File: src/pkg/tuning_pkg.sv
// Constants, register map and types for the LED driver tuning register bank.
// Assumes a single 20 MHz clock domain and an AHB-Lite slave front end.
`default_nettype none
package tuning_pkg;
  // Bus geometry
  localparam int unsigned ADDR_W = 8;
  localparam int unsigned DATA_W = 32;
  localparam logic [2:0] HSIZE_WORD = 3'h2;

  // Byte offsets of the 32-bit views of the registers
  localparam logic [7:0] OFS_TUNE_LO = 8'h00;
  localparam logic [7:0] OFS_TUNE_HI = 8'h04;
  localparam logic [7:0] OFS_LSEL_LO = 8'h08;
  localparam logic [7:0] OFS_LSEL_HI = 8'h0C;
  localparam logic [7:0] OFS_RB_CTRL = 8'h10;
  localparam logic [7:0] OFS_STATUS = 8'h14;

  // Tuning word: 48 bits, reserved fields included and writable
  localparam int unsigned TUNE_W = 48;
  localparam int unsigned TUNE_HI_W = 16;
  localparam logic [47:0] TUNE_RST = 48'h0800_0540_403C;

  // Field positions in the tuning word
  localparam int unsigned B_CUTOFF = 0;
  localparam int unsigned B_CURRENT_RANGE_SELECT = 1;
  localparam int unsigned B_SCANREV = 14;
  localparam int unsigned B_FINE = 16;
  localparam int unsigned B_OFFSLEW = 19;
  localparam int unsigned B_ONSLEW = 22;
  localparam int unsigned B_COARSE = 32;
  localparam int unsigned B_DIM = 35;
  localparam int unsigned B_DEC2 = 39;
  localparam int unsigned B_DEC3 = 40;
  localparam int unsigned B_DEC3EN = 44;
  localparam int unsigned LEVEL_CODE_W = 4;
  localparam int unsigned NUM_COLOURS = 3;

  // Line select and readback control
  localparam int unsigned LSEL_W = 6;
  localparam logic [5:0] LSEL_RST = 6'h00;
  localparam logic RB_RST = 1'h0;
  localparam int unsigned NUM_LINES = 64;

  // Current limits per channel in mA
  localparam logic [4:0] ILIM_LOW_MA = 5'h0A;
  localparam logic [4:0] ILIM_HIGH_MA = 5'h14;

  typedef enum logic [1:0] {RD_IDLE, RD_WAIT, RD_DONE} rd_state_t;
endpackage : tuning_pkg
`default_nettype wire

File: src/pkg/cfg_bus_if.sv
// Internal register access strobes between the bus front end and the register bank.
// Assumes both ends run on hclk; strobes are one-cycle pulses.
`default_nettype none
interface cfg_bus_if;
  logic wr;
  logic rd;
  logic [7:0] addr;
  logic [31:0] wdata;
  logic [31:0] rdata;

  modport front (output wr, output rd, output addr, output wdata, input rdata);
  modport regs (input wr, input rd, input addr, input wdata, output rdata);
endinterface : cfg_bus_if
`default_nettype wire

File: src/hw/ahb_cfg_slave.sv
// AHB-Lite slave front end: turns single word transfers into register strobes.
// Assumes the bus hready is this slave's hreadyout; writes take no wait, reads one.
`default_nettype none
module ahb_cfg_slave (
  // Clock and reset
  input wire logic hclk,
  input wire logic hresetn,
  // AHB-Lite
  input wire logic hsel,
  input wire logic [31:0] haddr,
  input wire logic [1:0] htrans,
  input wire logic hwrite,
  input wire logic [2:0] hsize,
  input wire logic [31:0] hwdata,
  input wire logic hready,
  output logic [31:0] hrdata,
  output logic hreadyout,
  output logic hresp,
  // Register side
  cfg_bus_if.front bus
);
  logic accept;
  logic wr_pend_ff, nxt_wr_pend;
  logic [7:0] addr_ff, nxt_addr;
  logic [31:0] hrdata_ff, nxt_hrdata;
  tuning_pkg::rd_state_t rd_st_ff, nxt_rd_st;

  // Sub-word transfers are accepted but never write, so no lane is half updated
  assign accept = hsel & htrans[1] & hready;

  always_comb
  begin
    nxt_wr_pend = accept & hwrite & (hsize == tuning_pkg::HSIZE_WORD);
    nxt_addr = accept ? haddr[7:0] : addr_ff;
    nxt_hrdata = hrdata_ff;
    nxt_rd_st = rd_st_ff;
    case (rd_st_ff)
      tuning_pkg::RD_IDLE: if (accept & ~hwrite) nxt_rd_st = tuning_pkg::RD_WAIT;
      tuning_pkg::RD_WAIT:
      begin
        // Wait state lets a preceding write land before the read samples
        nxt_hrdata = bus.rdata;
        nxt_rd_st = tuning_pkg::RD_DONE;
      end
      tuning_pkg::RD_DONE: nxt_rd_st = (accept & ~hwrite) ? tuning_pkg::RD_WAIT : tuning_pkg::RD_IDLE;
      default: nxt_rd_st = tuning_pkg::RD_IDLE;
    endcase
  end

  always_ff @(posedge hclk or negedge hresetn)
  begin
    if (!hresetn)
    begin
      wr_pend_ff <= 1'b0;
      addr_ff <= 8'h00;
      hrdata_ff <= 32'h0000_0000;
      rd_st_ff <= tuning_pkg::RD_IDLE;
    end
    else
    begin
      wr_pend_ff <= nxt_wr_pend;
      addr_ff <= nxt_addr;
      hrdata_ff <= nxt_hrdata;
      rd_st_ff <= nxt_rd_st;
    end
  end

  assign bus.wr = wr_pend_ff;
  assign bus.rd = (rd_st_ff == tuning_pkg::RD_WAIT);
  assign bus.addr = addr_ff;
  assign bus.wdata = hwdata;
  assign hrdata = hrdata_ff;
  assign hreadyout = (rd_st_ff != tuning_pkg::RD_WAIT);
  assign hresp = 1'b0;
endmodule : ahb_cfg_slave
`default_nettype wire

File: src/hw/scan_line_map.sv
// Maps a logical scan step onto the physical scan line for stacked boards.
// Assumes steps 0..31; the same map serves scanning and memory readout.
`default_nettype none
module scan_line_map (
  // Control
  input wire logic reverse,
  // Mapping
  input wire logic [4:0] step,
  output logic [4:0] line
);
  // Upper half runs 31 down to 16 when reversed
  assign line = (reverse & step[4]) ? {1'b1, ~step[3:0]} : step;
endmodule : scan_line_map
`default_nettype wire

File: src/hw/led_driver_tuning_regs.sv
// Tuning and open-load line-select register bank of a matrix LED driver.
// Assumes an AHB-Lite master on hclk and chain/scan signals synchronous to hclk.
//
// The placing of the registers and register access over AHB-Lite were chosen for this implementation.
`default_nettype none
// Summary of operation
// - With the cut-off bit set the last chip in the chain keeps its serial output off except during a read.
// - The current range bit picks 10 mA per channel when zero and 20 mA when one, resetting to zero.
// - The scan-reverse bit, resetting to one, runs the upper sixteen lines from 31 down to 16.
// - Bits 16 to 18 enable fine brightness compensation for red, green and blue, all off at reset.
// - Bits 32 to 34 enable coarse brightness compensation for red, green and blue, all off at reset.
// - Bits 19 to 21 pick slow or fast turn-off slew per colour, slow at reset.
// - Two-bit fields at 23-22, 25-24 and 27-26 pick turn-on slew from slowest to fastest, resetting to 01.
// - The first-line dimming code n at bits 38-35 gives level n plus one, level 1 at reset.
// - Bit 39 enables decoupling of on and off channels, off at reset.
// - The decoupling boost code n at bits 43-40 gives level n plus one, level 9 at reset.
// - Bit 44 turns the decoupling boost on, off at reset.
// - The six-bit line select picks which scan line's open-load warning is located, 0 to 63.
// - A separate enable bit gates open-load and short readback, off at reset.
module led_driver_tuning_regs (
  // Clock and reset
  input wire logic hclk,
  input wire logic hresetn,
  // AHB-Lite slave
  input wire logic hsel,
  input wire logic [31:0] haddr,
  input wire logic [1:0] htrans,
  input wire logic hwrite,
  input wire logic [2:0] hsize,
  input wire logic [31:0] hwdata,
  input wire logic hready,
  output logic [31:0] hrdata,
  output logic hreadyout,
  output logic hresp,
  // Serial chain
  input wire logic is_last_chip,
  input wire logic cmd_is_read,
  input wire logic chain_shift_data,
  output logic chain_serial_out,
  output logic chain_serial_out_en,
  // Scan sequencing
  input wire logic [4:0] scan_step,
  output logic [4:0] scan_line_phys,
  // Open-load diagnostics
  input wire logic [63:0] open_load_warn,
  output logic [5:0] open_load_row_select,
  output logic fault_readback_en,
  output logic open_load_row_warn,
  // Analog tuning
  output logic last_chip_output_cutoff,
  output logic current_range_select,
  output logic [4:0] current_limit_ma,
  output logic scan_order_reverse,
  output logic [2:0] fine_comp_en,
  output logic [2:0] coarse_comp_en,
  output logic red_turnoff_slew,
  output logic green_turnoff_slew,
  output logic blue_turnoff_slew,
  output logic [1:0] red_turnon_slew,
  output logic [1:0] green_turnon_slew,
  output logic [1:0] blue_turnon_slew,
  output logic [4:0] first_line_dim_level,
  output logic on_off_channel_decouple_en,
  output logic [4:0] decouple_boost_level,
  output logic decouple_boost_en
);
  cfg_bus_if bus ();

  ahb_cfg_slave u_slave (
    .hclk(hclk),
    .hresetn(hresetn),
    .hsel(hsel),
    .haddr(haddr),
    .htrans(htrans),
    .hwrite(hwrite),
    .hsize(hsize),
    .hwdata(hwdata),
    .hready(hready),
    .hrdata(hrdata),
    .hreadyout(hreadyout),
    .hresp(hresp),
    .bus(bus)
  );

  // Register state
  logic [47:0] tune_ff, nxt_tune;
  logic [5:0] lsel_ff, nxt_lsel;
  logic rb_en_ff, nxt_rb_en;

  // Whole reserved fields are stored, so software reads back what it wrote
  always_comb
  begin
    nxt_tune = tune_ff;
    nxt_lsel = lsel_ff;
    nxt_rb_en = rb_en_ff;
    if (bus.wr)
    begin
      case (bus.addr)
        tuning_pkg::OFS_TUNE_LO: nxt_tune[31:0] = bus.wdata;
        tuning_pkg::OFS_TUNE_HI: nxt_tune[47:32] = bus.wdata[15:0];
        tuning_pkg::OFS_LSEL_LO: nxt_lsel = bus.wdata[5:0];
        tuning_pkg::OFS_RB_CTRL: nxt_rb_en = bus.wdata[0];
        default: nxt_tune = tune_ff;
      endcase
    end
  end

  always_ff @(posedge hclk or negedge hresetn)
  begin
    if (!hresetn)
    begin
      tune_ff <= tuning_pkg::TUNE_RST;
      lsel_ff <= tuning_pkg::LSEL_RST;
      rb_en_ff <= tuning_pkg::RB_RST;
    end
    else
    begin
      tune_ff <= nxt_tune;
      lsel_ff <= nxt_lsel;
      rb_en_ff <= nxt_rb_en;
    end
  end

  // Derived outputs, registered so they never glitch into the analog side
  logic [4:0] ilim_ff, nxt_ilim;
  logic [4:0] dim_ff, nxt_dim;
  logic [4:0] boost_ff, nxt_boost;
  logic ser_out_ff, nxt_ser_out;
  logic ser_oe_ff, nxt_ser_oe;
  logic row_warn_ff, nxt_row_warn;

  always_comb
  begin
    nxt_ilim = tune_ff[tuning_pkg::B_CURRENT_RANGE_SELECT] ? tuning_pkg::ILIM_HIGH_MA : tuning_pkg::ILIM_LOW_MA;
    nxt_dim = {1'b0, tune_ff[tuning_pkg::B_DIM +: tuning_pkg::LEVEL_CODE_W]} + 5'h01;
    nxt_boost = {1'b0, tune_ff[tuning_pkg::B_DEC3 +: tuning_pkg::LEVEL_CODE_W]} + 5'h01;
    nxt_ser_out = chain_shift_data;
    // A read must still reach the controller through the last chip
    nxt_ser_oe = ~(tune_ff[tuning_pkg::B_CUTOFF] & is_last_chip & ~cmd_is_read);
    nxt_row_warn = rb_en_ff & open_load_warn[lsel_ff];
  end

  always_ff @(posedge hclk or negedge hresetn)
  begin
    if (!hresetn)
    begin
      ilim_ff <= tuning_pkg::ILIM_LOW_MA;
      dim_ff <= 5'h01;
      boost_ff <= 5'h09;
      ser_out_ff <= 1'b0;
      ser_oe_ff <= 1'b1;
      row_warn_ff <= 1'b0;
    end
    else
    begin
      ilim_ff <= nxt_ilim;
      dim_ff <= nxt_dim;
      boost_ff <= nxt_boost;
      ser_out_ff <= nxt_ser_out;
      ser_oe_ff <= nxt_ser_oe;
      row_warn_ff <= nxt_row_warn;
    end
  end

  // Output held low while cut off so the line idles at a known level
  assign chain_serial_out = ser_out_ff & ser_oe_ff;
  assign chain_serial_out_en = ser_oe_ff;
  assign current_limit_ma = ilim_ff;
  assign first_line_dim_level = dim_ff;
  assign decouple_boost_level = boost_ff;
  assign open_load_row_warn = row_warn_ff;
  assign open_load_row_select = lsel_ff;
  assign fault_readback_en = rb_en_ff;

  assign last_chip_output_cutoff = tune_ff[tuning_pkg::B_CUTOFF];
  assign current_range_select = tune_ff[tuning_pkg::B_CURRENT_RANGE_SELECT];
  assign scan_order_reverse = tune_ff[tuning_pkg::B_SCANREV];
  assign on_off_channel_decouple_en = tune_ff[tuning_pkg::B_DEC2];
  assign decouple_boost_en = tune_ff[tuning_pkg::B_DEC3EN];

  logic [2:0] off_slew;
  logic [5:0] on_slew;

  // Per-colour fields, red first
  genvar c;
  generate
    for (c = 0; c < tuning_pkg::NUM_COLOURS; c++)
    begin : g_colour
      assign fine_comp_en[c] = tune_ff[tuning_pkg::B_FINE + c];
      assign coarse_comp_en[c] = tune_ff[tuning_pkg::B_COARSE + c];
      assign off_slew[c] = tune_ff[tuning_pkg::B_OFFSLEW + c];
      assign on_slew[2*c +: 2] = tune_ff[tuning_pkg::B_ONSLEW + 2*c +: 2];
    end
  endgenerate

  assign red_turnoff_slew = off_slew[0];
  assign green_turnoff_slew = off_slew[1];
  assign blue_turnoff_slew = off_slew[2];
  assign red_turnon_slew = on_slew[1:0];
  assign green_turnon_slew = on_slew[3:2];
  assign blue_turnon_slew = on_slew[5:4];

  scan_line_map u_map (
    .reverse(tune_ff[tuning_pkg::B_SCANREV]),
    .step(scan_step),
    .line(scan_line_phys)
  );

  // Read mux; upper line-select bits and unmapped offsets read as zero
  always_comb
  begin
    bus.rdata = 32'h0000_0000;
    case (bus.addr)
      tuning_pkg::OFS_TUNE_LO: bus.rdata = tune_ff[31:0];
      tuning_pkg::OFS_TUNE_HI: bus.rdata = {16'h0000, tune_ff[47:32]};
      tuning_pkg::OFS_LSEL_LO: bus.rdata = {26'h000_0000, lsel_ff};
      tuning_pkg::OFS_LSEL_HI: bus.rdata = 32'h0000_0000;
      tuning_pkg::OFS_RB_CTRL: bus.rdata = {31'h0000_0000, rb_en_ff};
      tuning_pkg::OFS_STATUS: bus.rdata = {30'h0000_0000, ser_oe_ff, row_warn_ff};
      default: bus.rdata = 32'h0000_0000;
    endcase
  end
endmodule : led_driver_tuning_regs
`default_nettype wire

File: config.mk
export PLATFORM = sky130hd
export DESIGN_NAME = led_driver_tuning_regs
export DESIGN_NICKNAME = d
export VERILOG_FILES = /design/src/pkg/tuning_pkg.sv /design/src/pkg/cfg_bus_if.sv /design/src/hw/ahb_cfg_slave.sv /design/src/hw/scan_line_map.sv /design/src/hw/led_driver_tuning_regs.sv
export SDC_FILE = /design/constraint.sdc
export NUM_CORES = 1
export LEC_CHECK = 0
export ABC_CLOCK_PERIOD_IN_PS = 1900
export BUFFER_PORTS_ARGS = -buffer_cell sky130_fd_sc_hd__buf_4
export CORE_AREA = 5 5 122 124
export CTS_CLUSTER_DIAMETER = 200
export DETAILED_ROUTE_END_ITERATION = 8
export DIE_AREA = 0 0 127 129
export PLACE_DENSITY_LB_ADDON = 0.08
export SYNTH_ARGS = -nofsm -noshare
export SYNTH_HDL_FRONTEND = slang
export SYNTH_HIERARCHICAL = 1
export SYNTH_SLANG_ARGS = --single-unit
File: constraint.sdc
create_clock -name hclk -period 1.9 [get_ports hclk]
set_input_delay 0.475 -clock hclk [delete_from_list [all_inputs] [get_ports hclk]]
set_output_delay 0.475 -clock hclk [all_outputs]
set_load 0.03 [all_outputs]
==> impl_metrics.toml <==
[outcome]
status = "finished, violations left"
violations = "setup timing"

[worst_setup_path]
critPathKind = "register to register"
required_ns = 2.19
r2r_cells = 6
cp_max_fo = 16
end_kind = "register"
crit_buf_inv = 2
critPathLaunch = "u_slave/bus.addr[5]$_DFFE_PN0P_"
reg2reg_slack_ns = -0.05
cpMaxStageDelayCell = "or4_4"
reg2reg_to = "tune_ff[33]$_DFFE_PN0P_"
cp-start-kind = "register"
cp_top_family = "simple AND/OR/NAND/NOR gates"
max_stage_delay_ns = 0.60
cp.arrival_ns = 2.23
cp_cell_sequence = "or4_4 > nor3_4 > buf_6 > nand4b_4 > buf_12 > mux2_2"
r2r-start = "u_slave/bus.addr[5]$_DFFE_PN0P_"

[cts]
cts_num_sinks = 113
ctsLongestPathBuffers = 2
clkTransAtPathRegs_ns = 0.05
cts_buffers = 17
cts_tree = "yes"
cts_max_level = 4
clockRootBuffer = "clkbuf_16"
clock_latency_ns = 0.41

[route]
wire_per_inst_um = 17.9
drtAntennaViolNets = 0
routed_wl_um = 14000
post-route-drc-count = 0
dr.pass1.iters = 4
vias = 3851
drtIter0Drc = 102
via_per_inst = 4.92

[synthesis]
synth_cells = 404
ys_async_sr_fraction = 1.00
avgSynthCellArea_um2 = 14.5
synth_seq_cells = 113
yosysWarnings = 6
ys.flop_type = "dfrtp_1"
synth_top_area_frac = 0.423
synth-edff-count = 0
synth.distinct_cells = 54
synth_area_leader_cell = "dfrtp_1"
yosys-top-cells-area = "dfrtp_1, mux2_4, mux2_2"
syn_nets = 552
ys_seq_area_frac = 0.485
netlist_area_mm2 = 0.00586

[sta]
finalSetupViolations = 54
rsz0062_at_grt = "true"
slew_violations = 0
finalCritPeriodShare = 1.02
fin_crit_ns = 1.95
whs_ns = 0.176
fmax_mhz = 513
setup_ws_ns = -0.0475
final_hold_viol_count = 0
finClkSkew_ns = 0.00708

[power_and_ir_drop]
powerDensity_mw_per_mm2 = 840
p_leak_nw = 4.04
peakVddDrop_uv = 620

[worst_hold_path]
hold_path_class = "primary input to register"
holdCritStartpoint = "chain_shift_data"
hold_end = "ser_out_ff$_DFF_PN0_"
whs_path_depth = 1

[layout]
fillers = 1129
stdcell_area_mm2 = 0.00814
n_antenna_cell = 0
area.growth.synth_to_final_pct = 39.0
drive_gt1_frac = 0.684
multi_input_area_mm2 = 0.00251
nets = 737
final_cell_count_no_fill = 782
seq_area_mm2 = 0.00285

[job]
drv_cap = 0

[grt]
grt_max_degree = 34
antenna_found_initial = 0
grt_pass1_wl_um = 22300
first_global_vias = 4207
grt_remaining_overflow = 0
grt_usage = 0.176

[placed_design]
io_buffers = 202
post-dp-hpwl_um = 10200
gp_congestion = 0.728
place_inst = 741
dpl_cell_area_mm2 = 0.00738

[floorplan]
die_h_um = 129
fp.dieW_um = 127
io_pins = 230
rows = 43
die_area_mm2 = 0.0164
initial_core_util = 0.429
core_area_mm2 = 0.0137
## per-layer routing
layer | GRT usage | vias up | routed length (um)
met5 | 0 | - | 0
met4 | 0.0454 | 0 | 116
met3 | 0.0623 | 11 | 957
met2 | 0.290 | 124 | 7080
met1 | 0.222 | 1938 | 5810
li1 | - | 1778 | -
## Yosys cell counts (all sizes together), types with 3 or more instances
| master | instances |
|---|---|
| a22o | 13 |
| mux2i | 6 |
| clkbuf | 8 |
| o21ai | 3 |
| inv | 5 |
| nand3 | 3 |
| nand2 | 8 |
| dfstp | 14 |
| a21o | 3 |
| buf | 61 |
| nand3b | 3 |
| nor2b | 3 |
| and2 | 19 |
| dfrtp | 99 |
| nor3 | 3 |
| mux2 | 99 |
| mux4 | 14 |
| xnor2 | 6 |
## flip-flops by register name (all words and copies together) (netlist names), 2 cells and up
register              flops
tune_ff                  48
u_slave/hrdata           32
u_slave/bus.addr          8
open_load_row_select      6
decouple_boost_level      5
first_line_dim_level      5
current_limit_ma          2
u_slave/rd_st_ff          2
## how the worst max path moves through the flow
stage	end	slack, ns	depth (start not counted)
finish	tune_ff[33]$_DFFE_PN0P_	-0.05	6
CTS	tune_ff[34]$_DFFE_PN0P_	-0.07	6
global route	tune_ff[13]$_DFFE_PN0P_	-0.13	5
global placement	u_slave/hrdata[2]$_DFFE_PN0P_	-0.04	6
floorplan	tune_ff[0]$_DFFE_PN0P_	-0.03	5
detailed placement	tune_ff[10]$_DFFE_PN0P_	-0.06	5
## worst reg2reg max path: cells and delay by family, from the launching register on
kind,cells,cell delay [ns]
simple gates,3,0.86
buf+inv,2,0.31
flops,1,0.38
mux,1,0.28
## placed cells by master, fill, tap and decap left out, drive strengths merged, types with 3 or more instances in the layout
cell / instances
a21o: 3
a22o: 13
and2: 19
buf: 234
clkbuf: 19
clkinv: 6
clkinvlp: 4
dfrtp: 99
dfstp: 14
inv: 6
mux2: 99
mux2i: 6
mux4: 14
nand2: 8
nand3: 3
nand3b: 3
nor2b: 3
nor3: 3
o21ai: 3
xnor2: 6
## cell families after synthesis
| logic type | after synthesis | synth area share |
|---|---|---|
| XOR/XNOR | 8 | 0.0120 |
| other | 2 | 0.00128 |
| flip-flops | 113 | 0.485 |
| multiplexers | 119 | 0.291 |
| adder cells (fa/ha/maj) | 2 | 0.00427 |
| AO/OA/AOI/OAI | 32 | 0.0440 |
| buffers and inverters | 74 | 0.0924 |
| AND/OR/NAND/NOR | 54 | 0.0692 |
## cell type report
cell class,count,area share
Inverter,5,0.00230
Sequential cell,113,0.350
Clock buffer,19,0.0556
Multi-Input combinational cell,217,0.308
Clock inverter,13,0.0167
Timing Repair Buffer,235,0.240
Tap cell,180,0.0277
## stage by stage
| stage | util | TNS [ns] | setup WS, ns | total power [mW] |
|---|---|---|---|---|
| 2_1_floorplan | - | -0.778 | -0.0328 | 3.32 |
| 3_3_place_gp | 0.540 | -0.770 | -0.0440 | 3.73 |
| 3_5_place_dp | 0.540 | -1.50 | -0.0583 | 3.76 |
| 4_1_cts | 0.592 | -2.19 | -0.0688 | 6.92 |
| 5_1_grt | 0.596 | -8.70 | -0.130 | 7.12 |
| 6_report | 0.596 | -1.16 | -0.0475 | 6.84 |
## power breakdown
part / internal, mW / switching [mW]
Combinational: 0.576 / 0.479
Clock: 1.99 / 1.11
Sequential: 2.56 / 0.116
## what timing repair did
action	in CTS	in global routing
endpoints found under the setup margin	73	91
pin swaps	10	3
endpoints found under the hold margin	10	0
hold buffers	1	0
resized for setup	9	6
cloned	1	0
buffers inserted	5	2
Note: power is estimated with default switching activity, not from simulation.
